==> src/dis_pkg.sv <==
// Constants shared by the display instruction sequencer
`default_nettype none
package dis_pkg;
    // Register port byte offsets
    localparam logic [3:0] REG_START_OFS = 4'h0;
    localparam logic [3:0] REG_STATUS_OFS = 4'h4;
    localparam logic [3:0] REG_PC_OFS = 4'h8;
    // Status register field positions
    localparam int ST_BUSY_BIT = 0;
    localparam int ST_SECOND_BIT = 1;
    localparam int ST_CONT_BIT = 2;
    localparam int ST_JUMP_BIT = 3;
    localparam int ST_CTRL_LSB = 4;
    localparam int ST_DATA_LSB = 8;
    localparam int ST_LINE_LSB = 12;
    localparam int ST_INT_LSB = 16;
    localparam int ST_BLINK_BIT = 20;
    localparam int ST_PEN_BIT = 21;
    // Instruction word fields
    localparam int INSTR_BIT = 15;
    localparam int DATA_MODE_SEL_BIT = 14;
    localparam int MODE_MSB = 13;
    localparam int MODE_LSB = 11;
    localparam logic [4:0] OP_JUMP = 5'h1c;
    localparam logic [4:0] OP_NOP = 5'h1d;
    localparam logic [2:0] CTRL_GRAPHIC = 3'h0;
    localparam logic [2:0] CTRL_NOP = 3'h5;
    // Set-graphic-mode parameter bits
    localparam int PEN_INTERRUPT_ENABLE_BIT = 10;
    localparam int GM_INT_MSB = 9;
    localparam int GM_INT_LSB = 7;
    localparam int GM_PEN_ENA_BIT = 6;
    localparam int GM_PEN_VAL_BIT = 5;
    localparam int BLINK_ENABLE_FLAG_BIT = 4;
    localparam int GM_BLINK_VAL_BIT = 3;
    localparam int GM_LINE_ENA_BIT = 2;
    localparam int GM_LINE_HIGH_BIT = 1;
    localparam int GM_LINE_LOW_BIT = 0;
    // Reset values and program counter step
    localparam logic [15:0] PC_RESET = 16'h0000;
    localparam logic [3:0] LINE_PRESET = 4'hf;
    localparam logic [2:0] MODE_RESET = 3'h0;
    localparam logic [2:0] INT_RESET = 3'h0;
    localparam logic [15:0] PC_STEP = 16'h0002;
    // Step-two pulse length
    localparam int CLK_PERIOD_NS = 25;
    localparam int STEP_TWO_NS = 50;
    localparam int STEP_TWO_CYC = (STEP_TWO_NS / CLK_PERIOD_NS < 1) ? 1 :
        STEP_TWO_NS / CLK_PERIOD_NS;
    // Timing sequence states
    typedef enum logic [5:0] {
        ST_IDLE = 6'h01,
        ST_WAIT = 6'h02,
        ST_LMODE = 6'h04,
        ST_LPULSE = 6'h08,
        ST_TP1 = 6'h10,
        ST_TP2 = 6'h20
    } dis_state_t;
endpackage
`default_nettype wire

==> src/dis_sequencer.sv <==
// Display instruction fetch, decode and line pattern sequencer
//
// The address map and the plain strobed port were chosen for this implementation.
`default_nettype none
module dis_sequencer #(
    parameter int ADDR_W = 16
) (
    // Clock and reset
    input wire logic clk_sys_i,
    input wire logic rst_n_i,
    // Register port
    input wire logic [3:0] reg_addr_i,
    input wire logic [31:0] reg_wdata_i,
    input wire logic reg_wr_i,
    input wire logic reg_rd_i,
    output logic [31:0] reg_rdata_o,
    // Memory fetch side
    output logic dma_req_o,
    output logic [ADDR_W-1:0] bus_addr_o,
    input wire logic fetch_word_valid_i,
    input wire logic [15:0] bus_data_i,
    // Vector drawing side
    input wire logic line_counter_preset_i,
    input wire logic vector_step_clock_i,
    input wire logic vector_intensity_flag_i,
    // Decode and parameter outputs
    output logic jump_decoded_o,
    output logic nop_decoded_o,
    output logic graphic_mode_decoded_o,
    output logic [6:0] data_mode_o,
    output logic control_word_flag_o,
    output logic second_word_flag_o,
    output logic line_select_low_o,
    output logic line_select_high_o,
    output logic blink_enable_flag_o,
    output logic pen_interrupt_enable_o,
    output logic [2:0] intensity_o,
    output logic intensity_level_o
);
    if (ADDR_W != 16) begin : g_addr_w_check
        $error("ADDR_W must be 16");
    end
    // Input synchronisers
    logic [1:0] valid_sync_q;
    logic valid_prev_q;
    logic [15:0] data_s1_q;
    logic [15:0] data_s2_q;
    logic [1:0] preset_sync_q;
    logic preset_prev_q;
    logic [1:0] step_sync_q;
    logic step_prev_q;
    logic [1:0] vint_sync_q;

    always_ff @(posedge clk_sys_i or negedge rst_n_i) begin
        if (!rst_n_i) begin
            valid_sync_q <= 2'h0;
            valid_prev_q <= 1'b0;
            data_s1_q <= 16'h0000;
            data_s2_q <= 16'h0000;
            preset_sync_q <= 2'h0;
            preset_prev_q <= 1'b0;
            step_sync_q <= 2'h0;
            step_prev_q <= 1'b0;
            vint_sync_q <= 2'h0;
        end else begin
            valid_sync_q <= {valid_sync_q[0], fetch_word_valid_i};
            valid_prev_q <= valid_sync_q[1];
            data_s1_q <= bus_data_i;
            data_s2_q <= data_s1_q;
            preset_sync_q <= {preset_sync_q[0], line_counter_preset_i};
            preset_prev_q <= preset_sync_q[1];
            step_sync_q <= {step_sync_q[0], vector_step_clock_i};
            step_prev_q <= step_sync_q[1];
            vint_sync_q <= {vint_sync_q[0], vector_intensity_flag_i};
        end
    end
    logic valid_rise;
    logic preset_rise;
    logic step_rise;
    assign valid_rise = valid_sync_q[1] & ~valid_prev_q;
    assign preset_rise = preset_sync_q[1] & ~preset_prev_q;
    assign step_rise = step_sync_q[1] & ~step_prev_q;

    // Timing sequence
    dis_pkg::dis_state_t state_q;
    logic [1:0] tp2_cnt_q;
    logic [15:0] word_q;
    logic start_wr;
    logic tp2_last;
    assign start_wr = reg_wr_i && reg_addr_i == dis_pkg::REG_START_OFS;
    assign tp2_last = state_q == dis_pkg::ST_TP2 &&
        tp2_cnt_q == 2'(dis_pkg::STEP_TWO_CYC - 1);

    always_ff @(posedge clk_sys_i or negedge rst_n_i) begin
        if (!rst_n_i) begin
            state_q <= dis_pkg::ST_IDLE;
            tp2_cnt_q <= 2'h0;
        end else begin
            case (state_q)
                dis_pkg::ST_IDLE: begin
                    if (start_wr) begin
                        state_q <= dis_pkg::ST_TP2;
                    end
                end
                dis_pkg::ST_WAIT: begin
                    if (valid_rise) begin
                        state_q <= dis_pkg::ST_LMODE;
                    end
                end
                dis_pkg::ST_LMODE: state_q <= dis_pkg::ST_LPULSE;
                dis_pkg::ST_LPULSE: state_q <= dis_pkg::ST_TP1;
                dis_pkg::ST_TP1: state_q <= dis_pkg::ST_TP2;
                dis_pkg::ST_TP2: begin
                    if (tp2_last) begin
                        state_q <= dis_pkg::ST_WAIT;
                    end
                end
                default: state_q <= dis_pkg::ST_IDLE;
            endcase
            if (state_q == dis_pkg::ST_TP2 && !tp2_last) begin
                tp2_cnt_q <= tp2_cnt_q + 2'h1;
            end else begin
                tp2_cnt_q <= 2'h0;
            end
        end
    end

    // Fetched word capture
    always_ff @(posedge clk_sys_i or negedge rst_n_i) begin
        if (!rst_n_i) begin
            word_q <= 16'h0000;
        end else if (state_q == dis_pkg::ST_WAIT && valid_rise) begin
            word_q <= data_s2_q;
        end
    end

    // DMA request, one per sequence
    always_ff @(posedge clk_sys_i or negedge rst_n_i) begin
        if (!rst_n_i) begin
            dma_req_o <= 1'b0;
        end else if ((state_q == dis_pkg::ST_TP1) ||
                (state_q == dis_pkg::ST_IDLE && start_wr)) begin
            dma_req_o <= 1'b1;
        end else if (state_q == dis_pkg::ST_WAIT && valid_rise) begin
            dma_req_o <= 1'b0;
        end
    end

    // Mode registers and flags
    logic [2:0] ctrl_mode_q;
    logic [2:0] data_mode_q;
    logic jump_target_phase;
    logic is_instr;
    assign jump_target_phase = second_word_flag_o & jump_decoded_o;
    assign is_instr = word_q[dis_pkg::INSTR_BIT];

    always_ff @(posedge clk_sys_i or negedge rst_n_i) begin
        if (!rst_n_i) begin
            ctrl_mode_q <= dis_pkg::MODE_RESET;
            data_mode_q <= dis_pkg::MODE_RESET;
            control_word_flag_o <= 1'b0;
            jump_decoded_o <= 1'b0;
        end else if (state_q == dis_pkg::ST_LMODE && !jump_target_phase) begin
            jump_decoded_o <= is_instr &&
                word_q[15:11] == dis_pkg::OP_JUMP;
            if (is_instr && !word_q[dis_pkg::DATA_MODE_SEL_BIT]) begin
                ctrl_mode_q <= dis_pkg::CTRL_GRAPHIC;
                data_mode_q <= word_q[dis_pkg::MODE_MSB:dis_pkg::MODE_LSB];
                control_word_flag_o <= 1'b1;
            end else if (is_instr) begin
                ctrl_mode_q <= word_q[dis_pkg::MODE_MSB:dis_pkg::MODE_LSB];
                control_word_flag_o <= 1'b1;
            end else begin
                control_word_flag_o <= 1'b0;
            end
        end
    end

    // Second-word flag
    always_ff @(posedge clk_sys_i or negedge rst_n_i) begin
        if (!rst_n_i) begin
            second_word_flag_o <= 1'b0;
        end else if (state_q == dis_pkg::ST_LMODE && is_instr && !jump_target_phase) begin
            second_word_flag_o <= 1'b0;
        end else if (tp2_last && jump_decoded_o) begin
            second_word_flag_o <= !second_word_flag_o;
        end
    end

    // Display program counter
    logic [15:0] display_program_counter_q;
    always_ff @(posedge clk_sys_i or negedge rst_n_i) begin
        if (!rst_n_i) begin
            display_program_counter_q <= dis_pkg::PC_RESET;
        end else if (state_q == dis_pkg::ST_IDLE && start_wr) begin
            display_program_counter_q <= {reg_wdata_i[15:1], 1'b0};
        end else if (state_q == dis_pkg::ST_LPULSE && jump_target_phase) begin
            display_program_counter_q <= {word_q[15:1], 1'b0};
        end else if (state_q == dis_pkg::ST_TP1 && !jump_target_phase) begin
            display_program_counter_q <= display_program_counter_q +
                dis_pkg::PC_STEP;
        end
    end

    always_ff @(posedge clk_sys_i or negedge rst_n_i) begin
        if (!rst_n_i) begin
            bus_addr_o <= dis_pkg::PC_RESET;
        end else if (state_q == dis_pkg::ST_TP1 || (state_q == dis_pkg::ST_IDLE && start_wr)) begin
            bus_addr_o <= (state_q != dis_pkg::ST_TP1) ? {reg_wdata_i[15:1], 1'b0} :
                (jump_target_phase ? display_program_counter_q :
                display_program_counter_q + dis_pkg::PC_STEP);
        end
    end

    // Mode decode outputs
    logic [2:0] sel_mode;
    assign sel_mode = control_word_flag_o ? ctrl_mode_q : data_mode_q;
    always_ff @(posedge clk_sys_i or negedge rst_n_i) begin
        if (!rst_n_i) begin
            graphic_mode_decoded_o <= 1'b0;
            nop_decoded_o <= 1'b0;
        end else begin
            graphic_mode_decoded_o <= control_word_flag_o &&
                sel_mode == dis_pkg::CTRL_GRAPHIC;
            nop_decoded_o <= control_word_flag_o && sel_mode == dis_pkg::CTRL_NOP;
        end
    end

    for (genvar m = 0; m < 7; m++) begin : g_data_mode
        always_ff @(posedge clk_sys_i or negedge rst_n_i) begin
            if (!rst_n_i) begin
                data_mode_o[m] <= 1'b0;
            end else begin
                data_mode_o[m] <= !control_word_flag_o &&
                    sel_mode == 3'(m);
            end
        end
    end

    // Graphic-mode parameters
    logic gm_load;
    assign gm_load = state_q == dis_pkg::ST_LPULSE && !jump_target_phase &&
        control_word_flag_o && ctrl_mode_q == dis_pkg::CTRL_GRAPHIC && is_instr;
    always_ff @(posedge clk_sys_i or negedge rst_n_i) begin
        if (!rst_n_i) begin
            intensity_o <= dis_pkg::INT_RESET;
            line_select_low_o <= 1'b0;
            line_select_high_o <= 1'b0;
            blink_enable_flag_o <= 1'b0;
            pen_interrupt_enable_o <= 1'b0;
        end else if (gm_load) begin
            if (word_q[dis_pkg::PEN_INTERRUPT_ENABLE_BIT]) begin
                intensity_o <= word_q[dis_pkg::GM_INT_MSB:dis_pkg::GM_INT_LSB];
            end
            if (word_q[dis_pkg::BLINK_ENABLE_FLAG_BIT]) begin
                blink_enable_flag_o <= word_q[dis_pkg::GM_BLINK_VAL_BIT];
            end
            if (word_q[dis_pkg::GM_PEN_ENA_BIT]) begin
                pen_interrupt_enable_o <= word_q[dis_pkg::GM_PEN_VAL_BIT];
            end
            if (word_q[dis_pkg::GM_LINE_ENA_BIT]) begin
                line_select_low_o <= word_q[dis_pkg::GM_LINE_LOW_BIT];
                line_select_high_o <= word_q[dis_pkg::GM_LINE_HIGH_BIT];
            end
        end
    end

    // Line counter and pattern
    logic [3:0] line_cnt_q;
    logic half_q;
    logic pattern;
    always_ff @(posedge clk_sys_i or negedge rst_n_i) begin
        if (!rst_n_i) begin
            line_cnt_q <= dis_pkg::LINE_PRESET;
            half_q <= 1'b0;
        end else if (preset_rise) begin
            line_cnt_q <= dis_pkg::LINE_PRESET;
            half_q <= 1'b0;
        end else if (step_rise) begin
            half_q <= !half_q;
            if (half_q) begin
                line_cnt_q <= line_cnt_q - 4'h1;
            end
        end
    end

    always_comb begin
        case ({line_select_high_o, line_select_low_o})
            2'h0: pattern = 1'b1;
            2'h1: pattern = line_cnt_q[3];
            2'h2: pattern = line_cnt_q[2];
            default: pattern = (line_cnt_q[1] & line_cnt_q[0] & ~line_cnt_q[2]) |
                ~line_cnt_q[3];
        endcase
    end

    always_ff @(posedge clk_sys_i or negedge rst_n_i) begin
        if (!rst_n_i) begin
            intensity_level_o <= 1'b0;
        end else begin
            intensity_level_o <= vint_sync_q[1] & pattern;
        end
    end

    // Register read port
    always_ff @(posedge clk_sys_i or negedge rst_n_i) begin
        if (!rst_n_i) begin
            reg_rdata_o <= 32'h0000_0000;
        end else if (reg_rd_i) begin
            reg_rdata_o <= 32'h0000_0000;
            case (reg_addr_i)
                dis_pkg::REG_STATUS_OFS: begin
                    reg_rdata_o[dis_pkg::ST_BUSY_BIT] <= state_q != dis_pkg::ST_IDLE;
                    reg_rdata_o[dis_pkg::ST_SECOND_BIT] <= second_word_flag_o;
                    reg_rdata_o[dis_pkg::ST_CONT_BIT] <= control_word_flag_o;
                    reg_rdata_o[dis_pkg::ST_JUMP_BIT] <= jump_decoded_o;
                    reg_rdata_o[dis_pkg::ST_CTRL_LSB +: 3] <= ctrl_mode_q;
                    reg_rdata_o[dis_pkg::ST_DATA_LSB +: 3] <= data_mode_q;
                    reg_rdata_o[dis_pkg::ST_LINE_LSB +: 4] <= line_cnt_q;
                    reg_rdata_o[dis_pkg::ST_INT_LSB +: 3] <= intensity_o;
                    reg_rdata_o[dis_pkg::ST_BLINK_BIT] <= blink_enable_flag_o;
                    reg_rdata_o[dis_pkg::ST_PEN_BIT] <= pen_interrupt_enable_o;
                end
                dis_pkg::REG_PC_OFS: reg_rdata_o[15:0] <= display_program_counter_q;
                default: reg_rdata_o <= 32'h0000_0000;
            endcase
        end else begin
            reg_rdata_o <= 32'h0000_0000;
        end
    end
endmodule
`default_nettype wire

==> config.mk <==
export PLATFORM = sky130hd
export DESIGN_NAME = dis_sequencer
export DESIGN_NICKNAME = d
export VERILOG_FILES = /design/src/dis_pkg.sv /design/src/dis_sequencer.sv
export SDC_FILE = /design/constraint.sdc
export NUM_CORES = 1
export LEC_CHECK = 0
export BUFFER_PORTS_ARGS = -buffer_cell sky130_fd_sc_hd__buf_2
export CORE_MARGIN = 2
export CORE_UTILIZATION = 54
export CTS_CLUSTER_DIAMETER = 30
export DETAILED_ROUTE_END_ITERATION = 16
export PLACE_DENSITY = 0.91
export SYNTH_ARGS = -nofsm -noshare
export SYNTH_HDL_FRONTEND = slang
export SYNTH_SLANG_ARGS = --single-unit
==> constraint.sdc <==
create_clock -name clk_sys_i -period 2.2 [get_ports clk_sys_i]
set_clock_uncertainty 0.1 [all_clocks]
set_input_delay 0.33 -clock clk_sys_i [delete_from_list [all_inputs] [get_ports clk_sys_i]]
set_output_delay 0.33 -clock clk_sys_i [all_outputs]
set_load 0.03 [all_outputs]
# Word-level counts from Yosys, hierarchy flattened
# Index checks and enable logic that the tools add are counted.
[word_totals]
ff_bits = 163
input_bits = 60
word_cells = 161
[classes]
addsub = 3
n_eq_ne = 23
mux = 33
bitwise_logic = 13
reduce_logical = 51
[op_table]
columns = ["cell", "n"]
rows = [
  ["$mux W16", 5],
  ["$pmux W6 S6", 1],
  ["$logic_and A1 B1 Y1", 26],
  ["$mux W22", 1],
  ["$mux W6", 3],
  ["$add A16 B2 Y16 const B", 1],
  ["$pmux W7 S2", 1],
  ["$reduce_and A2 Y1", 7],
  ["$mux W3", 4],
  ["$mux W4", 3],
  ["$mux W1", 10],
  ["$reduce_bool A2 Y1", 5],
  ["$eq A3 B3 Y1 const B", 3],
  ["$pmux W4 S2", 1],
  ["$and A1 B1 Y1", 7],
  ["$eq A3 B2 Y1 const B", 2],
  ["$eq A6 B1 Y1 const B", 1],
  ["$eq A6 B2 Y1 const B", 1],
  ["$eq A6 B3 Y1 const B", 1],
  ["$eq A6 B4 Y1 const B", 1],
  ["$eq A6 B5 Y1 const B", 1],
  ["$eq A6 B6 Y1 const B", 1],
  ["$logic_not A1 Y1", 6],
  ["$logic_not A3 Y1", 2],
  ["21 further kinds", 29],
]

# Longest topological paths before layout
# Gate-level depths: netlist of run 1.
[logic_depth]
ltp_word = 7
mapped_depth = 7

# Worst setup path after synthesis of run 1
# OpenSTA, ideal clock, no wires.
[synth_path]
kind = "reg-to-reg"
start = "register jump_decoded_o"
end = "register bus_addr_o[10]"
arrival_time_ns = 1.643
path_slack_ns = 0.339
stages_incl_launch_ff = 7
n_path_buf = 1
period_less_slack_ns = 1.861
cell_sequence = "dfrtp_1 -> and2_1 -> buf_2 -> nor4b_4 -> nor2b_1 -> xor2_1 -> a21o_1"
[synth_between]
elab_chain_cells = 3
[synth_rtl]
columns = ["item", "line", "rtl"]
rows = [
  ["start, declared", "dis_sequencer.sv:27", "output logic jump_decoded_o,"],
  ["start signal, assigned", "dis_sequencer.sv:164", "jump_decoded_o <= is_instr &&"],
  ["$and A1 B1 Y1", "dis_sequencer.sv:154", "assign jump_target_phase = second_word_flag_o & jump_decoded_o;"],
  ["$mux W16", "dis_sequencer.sv:210", "(jump_target_phase ? display_program_counter_q :"],
  ["$mux W16", "dis_sequencer.sv:209", "bus_addr_o <= (state_q != dis_pkg::ST_TP1) ? {reg_wdata_i[15:1], 1'b0} :"],
  ["end signal, assigned", "dis_sequencer.sv:207", "bus_addr_o <= dis_pkg::PC_RESET;"],
  ["end signal, assigned", "dis_sequencer.sv:209", ""],
  ["end, declared", "dis_sequencer.sv:19", "output logic [ADDR_W-1:0] bus_addr_o,"],
]
# Every way passes these cells.
# A chain may end at the register's enable or synchronous reset.

# Final worst setup path of run 1
[layout_path]
start = "register state_q[3]"
end = "register bus_addr_o[12]"
[layout_between]
elab_chain_cells = 3
[layout_rtl]
columns = ["item", "line", "rtl"]
rows = [
  ["start, declared", "dis_sequencer.sv:85", "dis_pkg::dis_state_t state_q;"],
  ["start signal, assigned", "dis_sequencer.sv:96", "state_q <= dis_pkg::ST_IDLE;"],
  ["start signal, assigned", "dis_sequencer.sv:102", "state_q <= dis_pkg::ST_TP2;"],
  ["start signal, assigned", "dis_sequencer.sv:107", "state_q <= dis_pkg::ST_LMODE;"],
  ["$eq A6 B1 Y1", "dis_sequencer.sv:208", "end else if (state_q == dis_pkg::ST_TP1 || (state_q == dis_pkg::ST_IDLE && start_wr)) begin"],
  ["$logic_and A1 B1 Y1", "dis_sequencer.sv:208", ""],
  ["$logic_or A1 B1 Y1", "dis_sequencer.sv:208", ""],
]
# Parallel ways exist; a longest one is shown, timed or not.

==> results.md, run 1 <==
- Switch share: 0.259
- Fraction of layout cells with a size suffix above 1: 0.295
- Drt pass-1 iters: 4
- Mean Syn Cell Area: 11.8 um^2
- Total GRT Usage: 0.248
- Reg power frac: 0.449
- Initial Utilization: 0.550
- Netlist cell types: just over 60
- Vias post-DR: approximately 4600
- Final setup vio count: 0
- Rel. slew slack: 0.650
- Largest family of logic cells by synthesized area: simple AND/OR/NAND/NOR gates
- Drt via density: between 5 and 6
- Dpl hpwl: just over 10 mm
- Final layout net count: between 700 and 800
- Initial DRC Count: a little over 400
- Compound-Gate Fraction of Synth Area: 0.0878
- Status: completed
- Hold crit path type: in2reg
- Fin. Hold Viols: 0
- Max_cap viols: 0
- Mux contribution to synthesized area: 0.0569
- Total Neg Setup Slack: 0 ns
- Max layer used: met4
- Part of the power in the clock network: 0.417
- Total core area: roughly 0.011 mm^2
- H-Tree Depth: 4
- Final Util: 0.686
- Number of enable flip-flop cells after synthesis: 0
- Tmin final: roughly 2.1 ns
- Netlist Area Pre-Place: slightly above 0.006 mm^2
- Fraction of the mapped netlist area in simple logic gates: 0.169
- Met2 WL post-DR: 7.21 mm
- Worst Setup End Kind: flop
- Worst-skew pair later-pin latency: approximately 0.43 ns
- CTS tree: done
- Global route total overflow: 0
- Number of remaining DRC errors: 0
- CTS Buf Count: 17
- Asr flop ratio synth: 1.00
- Power density over cell area: about 900 mW/mm^2
- Crit share post-route: 0.937
- Synth Area in Adders: 0.00804
- Ys Warns: 0
- Placer Congestion: 0.921
- ANT nets after route: 0
- Crit path DAT: roughly 2.3 ns
- Post-synthesis sequential area ratio: 0.608
- Largest net degree at the start of global routing: 57
- Layout area overhead: 24.8%
- CTS clk-pin slew, worst paths: about 0.060 ns
- Global-route wire length before repair: between 20 and 25 mm
- M1 WL: ~6.1 mm
- Initial antenna violation count: 0
- I/O pins: between 100 and 150
- Pleak: between 3 and 4 nW
- Buffers added on ports: 100
- # diodes: 0
- Achievable frequency: 485 MHz
- CTS Buffer Depth: 2
- Peak VDD IR: approximately 0.6 mV
- Vias in the first global route: 4608
- Die height: about 110 um
- Setup crit start kind: flop
- Die area: 0.0124 mm^2
- Internal: approximately 5.2 mW
- Routed WL: 14.5 mm
- Met3 wire len: around 910 um
- Post-Synth XOR/XNOR Area: 0.0338
- Root buf cell: clkbuf_16
- Sw Pwr: around 1.8 mW
- RSZ-0062 raised after global routing: false
- Worst-path fanout max: 7
- Final slew viol count: 0
- Worst path required time: 2.42 ns
- Die W: ~110 um
- Combinational share of power: 0.134
- FP Rows: 39
- Gate Count Post-Synth: 527
- Most common flop cell mapped by yosys: dfrtp_1
- Clock sink count: about 150
- Commonest non-fill, non-tap cells in the layout: 146 x dfrtp_1, 99 x buf_2, 71 x nand2_1
- Flop and latch count out of synthesis: 151
- Worst-margin pin slew: 0.524 ns
- Routed WL per cell: about 18 um
- Most common cell after layout, fill and taps aside: dfrtp_1
- Critical path type: reg2reg
==> metal layers <==
metal	GRT usage	vias up
met4	0.112	0
li1	-	2101
met5	0	-
met2	0.390	179
met1	0.333	2271
met3	0.0604	26
==> synthesized netlist by cell type (2+ instances only) <==
| library cell | n | area, um^2 |
|---|---|---|
| dfrtp_1 | 146 | 3650 |
| nor2b_1 | 4 | 25.0 |
| nand4b_1 | 2 | 17.5 |
| o21ai_1 | 3 | 15.0 |
| a211oi_1 | 3 | 22.5 |
| o211ai_1 | 6 | 45.0 |
| nor2_1 | 28 | 105 |
| mux2_2 | 18 | 203 |
| inv_1 | 7 | 26.3 |
| nor3_1 | 13 | 65.1 |
| o21ai_0 | 13 | 65.1 |
| ha_1 | 4 | 50.1 |
| nor4_1 | 4 | 25.0 |
| nor2_2 | 2 | 12.5 |
| buf_2 | 11 | 55.1 |
| nor4b_2 | 2 | 30.0 |
| a22oi_1 | 3 | 22.5 |
| buf_4 | 13 | 97.6 |
| nand4_1 | 3 | 18.8 |
| nand2_1 | 71 | 267 |
| nand2b_1 | 7 | 43.8 |
| mux2_4 | 8 | 120 |
| and2_1 | 11 | 68.8 |
| and3_1 | 10 | 62.6 |
| o22ai_1 | 2 | 12.5 |
| xor2_1 | 13 | 114 |
| xnor2_1 | 11 | 96.3 |
| a31oi_1 | 11 | 68.8 |
| dfstp_2 | 5 | 131 |
| mux2i_1 | 2 | 20.0 |
| nor3b_1 | 2 | 15.0 |
| a21oi_1 | 17 | 85.1 |
| nand3_1 | 20 | 100 |
| and4_1 | 2 | 17.5 |
| a22o_1 | 15 | 131 |
| clkbuf_1 | 9 | 33.8 |
==> registers in the layout (all words and copies together) (netlist names), 3 cells and up <==
signal,flops
reg_rdata_o,21
bus_addr_o,16
data_s1_q,16
data_s2_q,16
word_q,16
display_program_counter_q,15
data_mode_o,7
state_q,6
line_cnt_q,4
ctrl_mode_q,3
data_mode_q,3
intensity_o,3
==> power by group through the flow <==
| stage | combinational [mW] | clock (mW) | sequential (mW) |
|---|---|---|---|
| after global routing | 1.04 | 3.13 | 3.20 |
| after CTS | 0.951 | 2.99 | 3.17 |
| after detailed placement | 0.906 | 0 | 3.22 |
| final | 0.950 | 2.95 | 3.17 |
| after global placement | 0.874 | 0 | 3.21 |
| after floorplan | 0.502 | 0 | 3.28 |
==> kinds of logic (layout without fill, tap and decap cells) <==
family	count (synthesis)	after routing
compound gates	82	82
xor+xnor	24	24
fa+ha+maj	4	4
buf+inv	41	181
flops	151	151
mux	29	29
other cells	1	11
simple gates	195	195
==> path summary, 6_finish.rpt <==
path / start / end / slack (ns) / cells after the start
worst max-delay path: state_q[3]$_DFFE_PN0P_ / bus_addr_o[12]$_DFFE_PN0P_ / 0.14 / 5
worst min-delay path: reg_wdata_i[2] / display_program_counter_q[2]$_DFFE_PN0P_ / 0.05 / 3
worst max register to register: state_q[3]$_DFFE_PN0P_ / bus_addr_o[12]$_DFFE_PN0P_ / 0.14 / 5
worst min register to register: data_s1_q[2]$_DFF_PN0_ / data_s2_q[2]$_DFF_PN0_ / 0.24 / 0
max in group asynchronous: rst_n_i / state_q[0]$_DFFE_PN1P_ / 0.99 / 3
min in group asynchronous: rst_n_i / data_s2_q[2]$_DFF_PN0_ / 0.35 / 2
==> layout make-up <==
cell class                 instances  area (um^2)
inverter                           7         26.3
sequential                       151         3780
tap                              143          179
clock buffer                      22          484
clock inverter                     8          121
fill                             806         3550
multi-input combinational        345         2260
timing repair buffer             144          915
==> through the flow <==
| step | instance area [um^2] | cells | worst slack [ns] | power, mW | hold WS (ns) |
|---|---|---|---|---|---|
| after global routing | 7770 | 820 | 0.00167 | 7.37 | 0.0509 |
| after detailed placement | 6950 | 769 | 0.102 | 4.12 | 0.232 |
| after floorplan | 6260 | 537 | 0.339 | 3.78 | -0.0656 |
| after CTS | 7770 | 820 | 0.0897 | 7.11 | 0.0385 |
| after global placement | 6950 | 769 | 0.194 | 4.08 | 0.218 |
| final | 7770 | 820 | 0.139 | 7.07 | 0.0510 |
==> critical path, cell delays in order (launching register included) <==
cell and delay [ns]:
dfrtp_1 0.46, or4_4 0.57, nor2_2 0.34, buf_4 0.21, nand4_1 0.09, and3_1 0.18
==> repair_timing <==
item / 4_1_cts / 5_1_grt
endpoints found under the hold margin: 69 / 0
buffers inserted: 0 / 0
gates resized for setup: 0 / 1
setup endpoints to repair: 0 / 3
hold buffers: 21 / 0
Power figures use the tool's default switching activity.
==> inputs of run 2 (changes only) <==
- CORE_MARGIN: 2 -> not set
- GPL_TIMING_DRIVEN: not set -> 0
==> results.md, run 2 (synthesized netlist as in run 1, its figures left out) <==
- Status: completed
- Die W: 109 um (-1.8%)
- Largest net degree at the start of global routing: 108 (+89%)
- Flip-flop count of the largest register after layout: 21 (unchanged)
- CTS tree: done
- Global route total overflow: 0 (unchanged)
- Fin. Hold Viols: 0 (unchanged)
- RR Startpoint: state_q[2]$_DFFE_PN0P_
- CTS clk-pin slew, worst paths: 0.06 ns (about the same)
- Initial antenna violation count: 0 (unchanged)
- Routed WL per cell: 18.8 um (+6.1%)
- Final Util: 0.713 (+0.0267)
- Flop-to-flop setup slack: 0.08 ns (-0.05 ns)
- Worst-skew pair later-pin latency: 0.43 ns (about the same)
- H-Tree Depth: 4 (unchanged)
- CTS Buffer Depth: 2 (unchanged)
- Buffers added on ports: 100 (unchanged)
- Routed WL: 15.7 mm (+7.8%)
- Most common cell after layout, fill and taps aside: dfrtp_1
- Final setup vio count: 0 (unchanged)
- Clock sink count: 151 (unchanged)
- FP Rows: 38 (-2.6%)
- Number of remaining DRC errors: 0 (unchanged)
- Total core area: 0.0110 mm^2 (-2.6%)
- Power density over cell area: 908 mW/mm^2 (-0.25%)
- Worst path required time: 2.41 ns (about the same)
- Achievable frequency: 473 MHz (-2.6%)
- Multi-input gate area: 0.00230 mm^2 (+1.8%)
- Hold crit path type: in2reg
- Peak VDD IR: 0.731 mV (+21%)
- Max_cap viols: 0 (unchanged)
- Setup crit start kind: flop
- ANT nets after route: 0 (unchanged)
- Register Area: 0.00379 mm^2 (about the same)
- Vias in the first global route: 4615 (+0.15%)
- Crit share post-route: 0.961 (+0.0247)
- RSZ-0062 raised after global routing: false
- Global-route wire length before repair: 24.3 mm (+2.3%)
- Rel. slew slack: 0.523 (-0.127)
- Pleak: 3.89 nW (+0.88%)
- Filler Cells Inserted: 778 (-3.5%)
- Critical Path Start: state_q[2]$_DFFE_PN0P_
- Die height: 109 um (-1.8%)
- Worst-margin pin slew: 0.713 ns (+0.189 ns)
- I/O pins: 129 (unchanged)
- Critical path type: reg2reg
- Drt via density: 5.67 (+1.5%)
- Layout area overhead: 26.3%
- Initial Utilization: 0.565 (+0.0145)
- Non-filler instance count after layout: 833 (+1.6%)
- Placer Congestion: 0.899 (-2.3%)
- Tmin final: 2.12 ns (+0.0544 ns)
- R2R depth: 7 (+2)
- R2r endpoint: display_program_counter_q[9]$_DFFE_PN0P_
- Fraction of layout cells with a size suffix above 1: 0.302 (+0.00617)
- Drt pass-1 iters: 5 (+1)
- Worst-path fanout max: 10 (+3)
- Initial DRC Count: 385 (-5.6%)
- Crit path DAT: 2.33 ns (+0.05 ns)
- Dpl hpwl: 10.6 mm (+5.5%)
- Largest register by flop count: reg_rdata_o
- CTS Buf Count: 17 (unchanged)
- Commonest non-fill, non-tap cells in the layout: 144 x dfrtp_1, 108 x buf_2, 71 x nand2_1
- # diodes: 0 (unchanged)
- Post-route cell area: 0.00786 mm^2 (+1.2%)
- Final layout net count: 744 (+1.9%)
- Placed insts: 778 (+1.2%)
- Setup crit end: display_program_counter_q[9]$_DFFE_PN0P_
- Die area: 0.0120 mm^2 (-3.6%)
- Vias post-DR: 4719 (+3.1%)
- Root buf cell: clkbuf_16
- Placed inst area: 0.00697 mm^2 (+0.34%)
- Final slew viol count: 0 (unchanged)
- Total GRT Usage: 0.284 (+0.0352)
- Worst Setup End Kind: flop
run 2: cell count changes in the layout (fill, tap and decap cells not counted), sizes merged:
cell      before  now
clkinv         4    1
buf          123  126
clkbuf        22   37
clkinvlp       1    2
run 2: metal layers:
| layer | part of all wire | GRT usage |
|---|---|---|
| met2 | 0.50 | 0.462 |
| met1 | 0.41 | 0.369 |
| met3 | 0.071 | 0.0711 |
| met5 | 0 | 0 |
| met4 | 0.023 | 0.105 |
run 2: how the worst min path moves through the flow:
stage / from / slack [ns] / cells past startpoint / to
6_report: reg_wdata_i[2] / 0.05 / 3 / display_program_counter_q[2]$_DFFE_PN0P_
5_1_grt: reg_wdata_i[2] / 0.06 / 3 / display_program_counter_q[2]$_DFFE_PN0P_
4_1_cts: reg_wdata_i[1] / 0.04 / 3 / display_program_counter_q[1]$_DFFE_PN0P_
3_5_place_dp: rst_n_i / 0.18 / 1 / data_s2_q[2]$_DFF_PN0_
3_3_place_gp: data_s1_q[3]$_DFF_PN0_ / 0.23 / 0 / data_s2_q[3]$_DFF_PN0_
2_1_floorplan: rst_n_i / -0.07 / 0 / blink_enable_flag_o$_DFFE_PN0P_
run 2: worst max-delay path, cell delays in order (launching register included):
cell      delay, ns
dfrtp_2        0.48
nor4_4         0.38
nand4_1        0.13
buf_4          0.19
buf_4          0.14
clkbuf_1       0.26
o22ai_1        0.26
a21oi_1        0.06
run 2: power breakdown:
part	switching [mW]	leakage [nW]	internal, mW	total [mW]
clock network	1.09	0.291	1.91	3.00
registers	0.155	1.91	2.98	3.14
logic	0.634	1.69	0.376	1.01
run 2: final cells by class:
class | instances | area share
clock buffers | 26 | 0.0635
multi-input cells | 345 | 0.292
flip-flops and latches | 151 | 0.482
inverters | 7 | 0.00334
well taps | 140 | 0.0223
plain buffers | 34 | 0.0258
clock inverters | 6 | 0.0145
repair buffers | 124 | 0.0966
run 2: repair_timing:
item / in CTS / in global routing
pin swaps: 1 / 1
setup endpoints to repair: 5 / 17
setup buffers: 2 / 0
endpoints found under the hold margin: 60 / 0
hold buffers: 21 / 0
gates resized for setup: 1 / 11
run 2: stage by stage:
step	TNS [ns]	total power [mW]	hold WS [ns]	setup WS (ns)
3_5_place_dp	-0.265	4.13	0.179	-0.116
6_report	0	7.14	0.0515	0.0848
4_1_cts	0	7.16	0.0426	0.0420
5_1_grt	0	7.40	0.0634	0.00945
2_1_floorplan	0	3.78	-0.0656	0.339
3_3_place_gp	-180.73	4.08	0.232	-1.23
==> inputs of run 3 (changes only) <==
- ABC_AREA: not set -> 1
- CORE_UTILIZATION: 54 -> 55
- PLACE_DENSITY: 0.91 -> 0.92
==> results.md, run 3 <==
- Die height: 111 um (+1.3%)
- CP Cell Sequence: inv_1 > nand2_1 > nor2_2 > clkbuf_1 > nand4_1 > nand2_1 > nor2_1 > nor2_1 > nor2_1
- Most common flop cell mapped by yosys: dfrtp_1
- WHS: 0.0458 ns (-0.00565 ns)
- Worst-path fanout max: 10 (unchanged)
- Global route total overflow: 0 (unchanged)
- Sw Pwr: 2.72 mW (+45%)
- Largest net degree at the start of global routing: 83 (-23%)
- Ys Warns: 0 (unchanged)
- Yosys top cell by area: dfrtp_1
- Worst-skew pair later-pin latency: 0.44 ns (about the same)
- Worst Setup End Kind: flop
- Commonest non-fill, non-tap cells in the layout: 175 x nand2_1, 146 x dfrtp_1, 109 x buf_2
- Most frequent CP cell: nor2_1
- CP bufs+invs: 2 (-1)
- CTS Buffer Depth: 2 (unchanged)
- Layout area overhead: 24.3%
- Post-cts resize count: 0 (-1)
- Peak VDD IR: 0.846 mV (+16%)
- Drt via density: 5.48 (-3.3%)
- Number of remaining DRC errors: 0 (unchanged)
- Final layout net count: 949 (+28%)
- Register Area: 0.00378 mm^2 (about the same)
- Post-Place Setup Slack: 0.358 ns (+0.475 ns)
- Filler Cells Inserted: 825 (+6.0%)
- Hold crit path type: in2reg
- Clock sink count: 151 (unchanged)
- ANT nets after route: 0 (unchanged)
- Part of the power in the clock network: 0.370 (-0.050)
- Tmin final: 1.99 ns (-0.129 ns)
- CTS tree: done
- Total GRT Usage: 0.290 (+0.00607)
- Buffers added on ports: 100 (unchanged)
- Routed WL per cell: 16.2 um (-14%)
- Total Neg Setup Slack: 0 ns (unchanged)
- Max_cap viols: 0 (unchanged)
- Root buf cell: clkbuf_16
- Internal: 5.63 mW (+6.9%)
- Multi-input gate area: 0.00221 mm^2 (-4.1%)
- Setup crit start kind: flop
- Non-filler instance count after layout: 1041 (+25%)
- Rel. slew slack: 0.580 (+0.0570)
- RSZ-0062 raised after global routing: false
- Crit path max-delay family: simple AND/OR/NAND/NOR gates
- Total power: 8.35 mW (+17%)
- Fin. Hold Viols: 0 (unchanged)
- Gate Count Post-Synth: 734 (+39%)
- Final setup vio count: 0 (unchanged)
- Combinational share of power: 0.222 (+0.081)
- Dpl hpwl: 11.2 mm (+5.7%)
- Initial DRC Count: 711 (+85%)
- I/O pins: 129 (unchanged)
- Power density over cell area: 1030 mW/mm^2 (+13%)
- Initial antenna violation count: 0 (unchanged)
- FP Rows: 39 (+2.6%)
- Post-route cell area: 0.00810 mm^2 (+3.0%)
- Status: completed
- CTS Buf Count: 17 (unchanged)
- Post-synth top area share: 0.561 (-0.0260)
- Routed WL: 16.9 mm (+7.5%)
- Placer Congestion: 0.933 (+3.7%)
- Critical path type: reg2reg
- Final Util: 0.706 (-0.00653)
- Asr flop ratio synth: 1.00 (unchanged)
- Most common cell after layout, fill and taps aside: nand2_1
- Fraction of layout cells with a size suffix above 1: 0.217 (-0.0844)
- Slowest-stage cell, CP: dfrtp_1
- Flip-flop count of the largest register after layout: 21 (unchanged)
- Post-CTS Setup Bufs: 0 (-2)
- Worst-margin pin slew: 0.629 ns (-0.0839 ns)
- Drt pass-1 iters: 6 (+1)
- Crit share post-route: 0.903 (-0.0588)
- Worst path required time: 2.41 ns (about the same)
- Fin worst setup slack: 0.214 ns (+0.129 ns)
- Flop and latch count out of synthesis: 151 (unchanged)
- CP max stage delay: 0.39 ns (-0.09 ns)
- # diodes: 0 (unchanged)
- Placed insts: 988 (+27%)
- Vias post-DR: 5701 (+21%)
- Number of enable flip-flop cells after synthesis: 0 (unchanged)
- Reg power frac: 0.408 (-0.031)
- Die W: 111 um (+1.3%)
- Vias in the first global route: 5521 (+20%)
- Placed inst area: 0.00727 mm^2 (+4.2%)
- CTS clk-pin slew, worst paths: 0.06 ns (about the same)
- Count leader, synth: nand2_1
- Switch share: 0.326 (+0.0628)
- Global-route wire length before repair: 27.3 mm (+12%)
- H-Tree Depth: 4 (unchanged)
- Total core area: 0.0115 mm^2 (+4.0%)
- Netlist cell types: 36 (-42%)
- Top post-synthesis cells by area: dfrtp_1 56%, nand2_1 10%, inv_1 5.2%, nor2_1 4.7%, nand3_1 3.1%
- Pleak: 4.33 nW (+11%)
- Die area: 0.0123 mm^2 (+2.7%)
- Achievable frequency: 504 MHz (+6.5%)
- Netlist Area Pre-Place: 0.00652 mm^2 (+4.6%)
- Post-synthesis sequential area ratio: 0.581 (-0.0270)
- Commonest cells in the netlist: 175 x nand2_1, 146 x dfrtp_1, 90 x inv_1
- Crit path DAT: 2.20 ns (-0.13 ns)
- Largest register by flop count: reg_rdata_o
- Mean Syn Cell Area: 8.88 um^2 (-25%)
- Initial Utilization: 0.568 (+0.00371)
- Final slew viol count: 0 (unchanged)
-- run 3: changes by cell type after synthesis, sizes merged, moves of 10 or more --
cell   delta
and2     -11
nand2   +113
nor2     +58
a31oi    -11
nand3    +23
nand4    +22
xnor2    -11
a22o     -15
o22ai    +11
o21ai    +27
mux2     -27
inv      +88
xor2     -10
-- run 3: final cells by class --
class                   instances  share of cell area
flip-flops and latches        151               0.467
multi-input cells             464               0.272
repair buffers                122              0.0919
clock buffers                  19              0.0534
inverters                      97              0.0451
plain buffers                  32              0.0244
clock inverters                13              0.0235
well taps                     143              0.0221
-- run 3: kinds of logic after synthesis --
group,Yosys count,synth area share
other,1,0.000575
XOR/XNOR,3,0.00403
AO/OA/AOI/OAI,92,0.0806
AND/OR/NAND/NOR,354,0.240
flip-flops,151,0.581
buffers and inverters,129,0.0864
adder cells (fa/ha/maj),4,0.00768
-- run 3: tightest hold or removal path: cells and delay by family --
| family | cells | cell delay [ns] |
|---|---|---|
| buf+inv | 1 | 0.09 |
| simple gates | 2 | 0.12 |
-- run 3: final timing paths --
kind | from | end | slack [ns] | depth (start not counted)
setup reg to reg | state_q[4]$_DFFE_PN0P_ | display_program_counter_q[7]$_DFFE_PN0P_ | 0.21 | 9
min in group asynchronous | rst_n_i | bus_addr_o[2]$_DFFE_PN0P_ | 0.36 | 2
setup / recovery | state_q[4]$_DFFE_PN0P_ | display_program_counter_q[7]$_DFFE_PN0P_ | 0.21 | 9
max in group asynchronous | rst_n_i | line_cnt_q[0]$_DFFE_PN1P_ | 0.78 | 3
hold reg to reg | data_s1_q[4]$_DFF_PN0_ | data_s2_q[4]$_DFF_PN0_ | 0.25 | 0
hold / removal | reg_wdata_i[2] | bus_addr_o[2]$_DFFE_PN0P_ | 0.05 | 3
-- run 3: power groups by stage --
stage / registers, mW / clock network [mW] / logic, mW
6_report: 3.41 / 3.09 / 1.85
3_5_place_dp: 3.43 / 0 / 1.78
2_1_floorplan: 3.62 / 0 / 1.06
5_1_grt: 3.44 / 3.24 / 2.06
4_1_cts: 3.39 / 3.10 / 1.82
3_3_place_gp: 3.42 / 0 / 1.73
-- run 3: what timing repair did --
action	CTS	global route
endpoints found under the setup margin	0	0
endpoints found under the hold margin	88	0
hold buffers	21	0
-- run 3: routing by layer --
metal	global-route usage	up-vias	routed length [um]
met5	0	-	0
met4	0.158	0	739
met3	0.0837	61	1640
met2	0.462	341	8020
met1	0.357	2667	6450
li1	-	2632	-
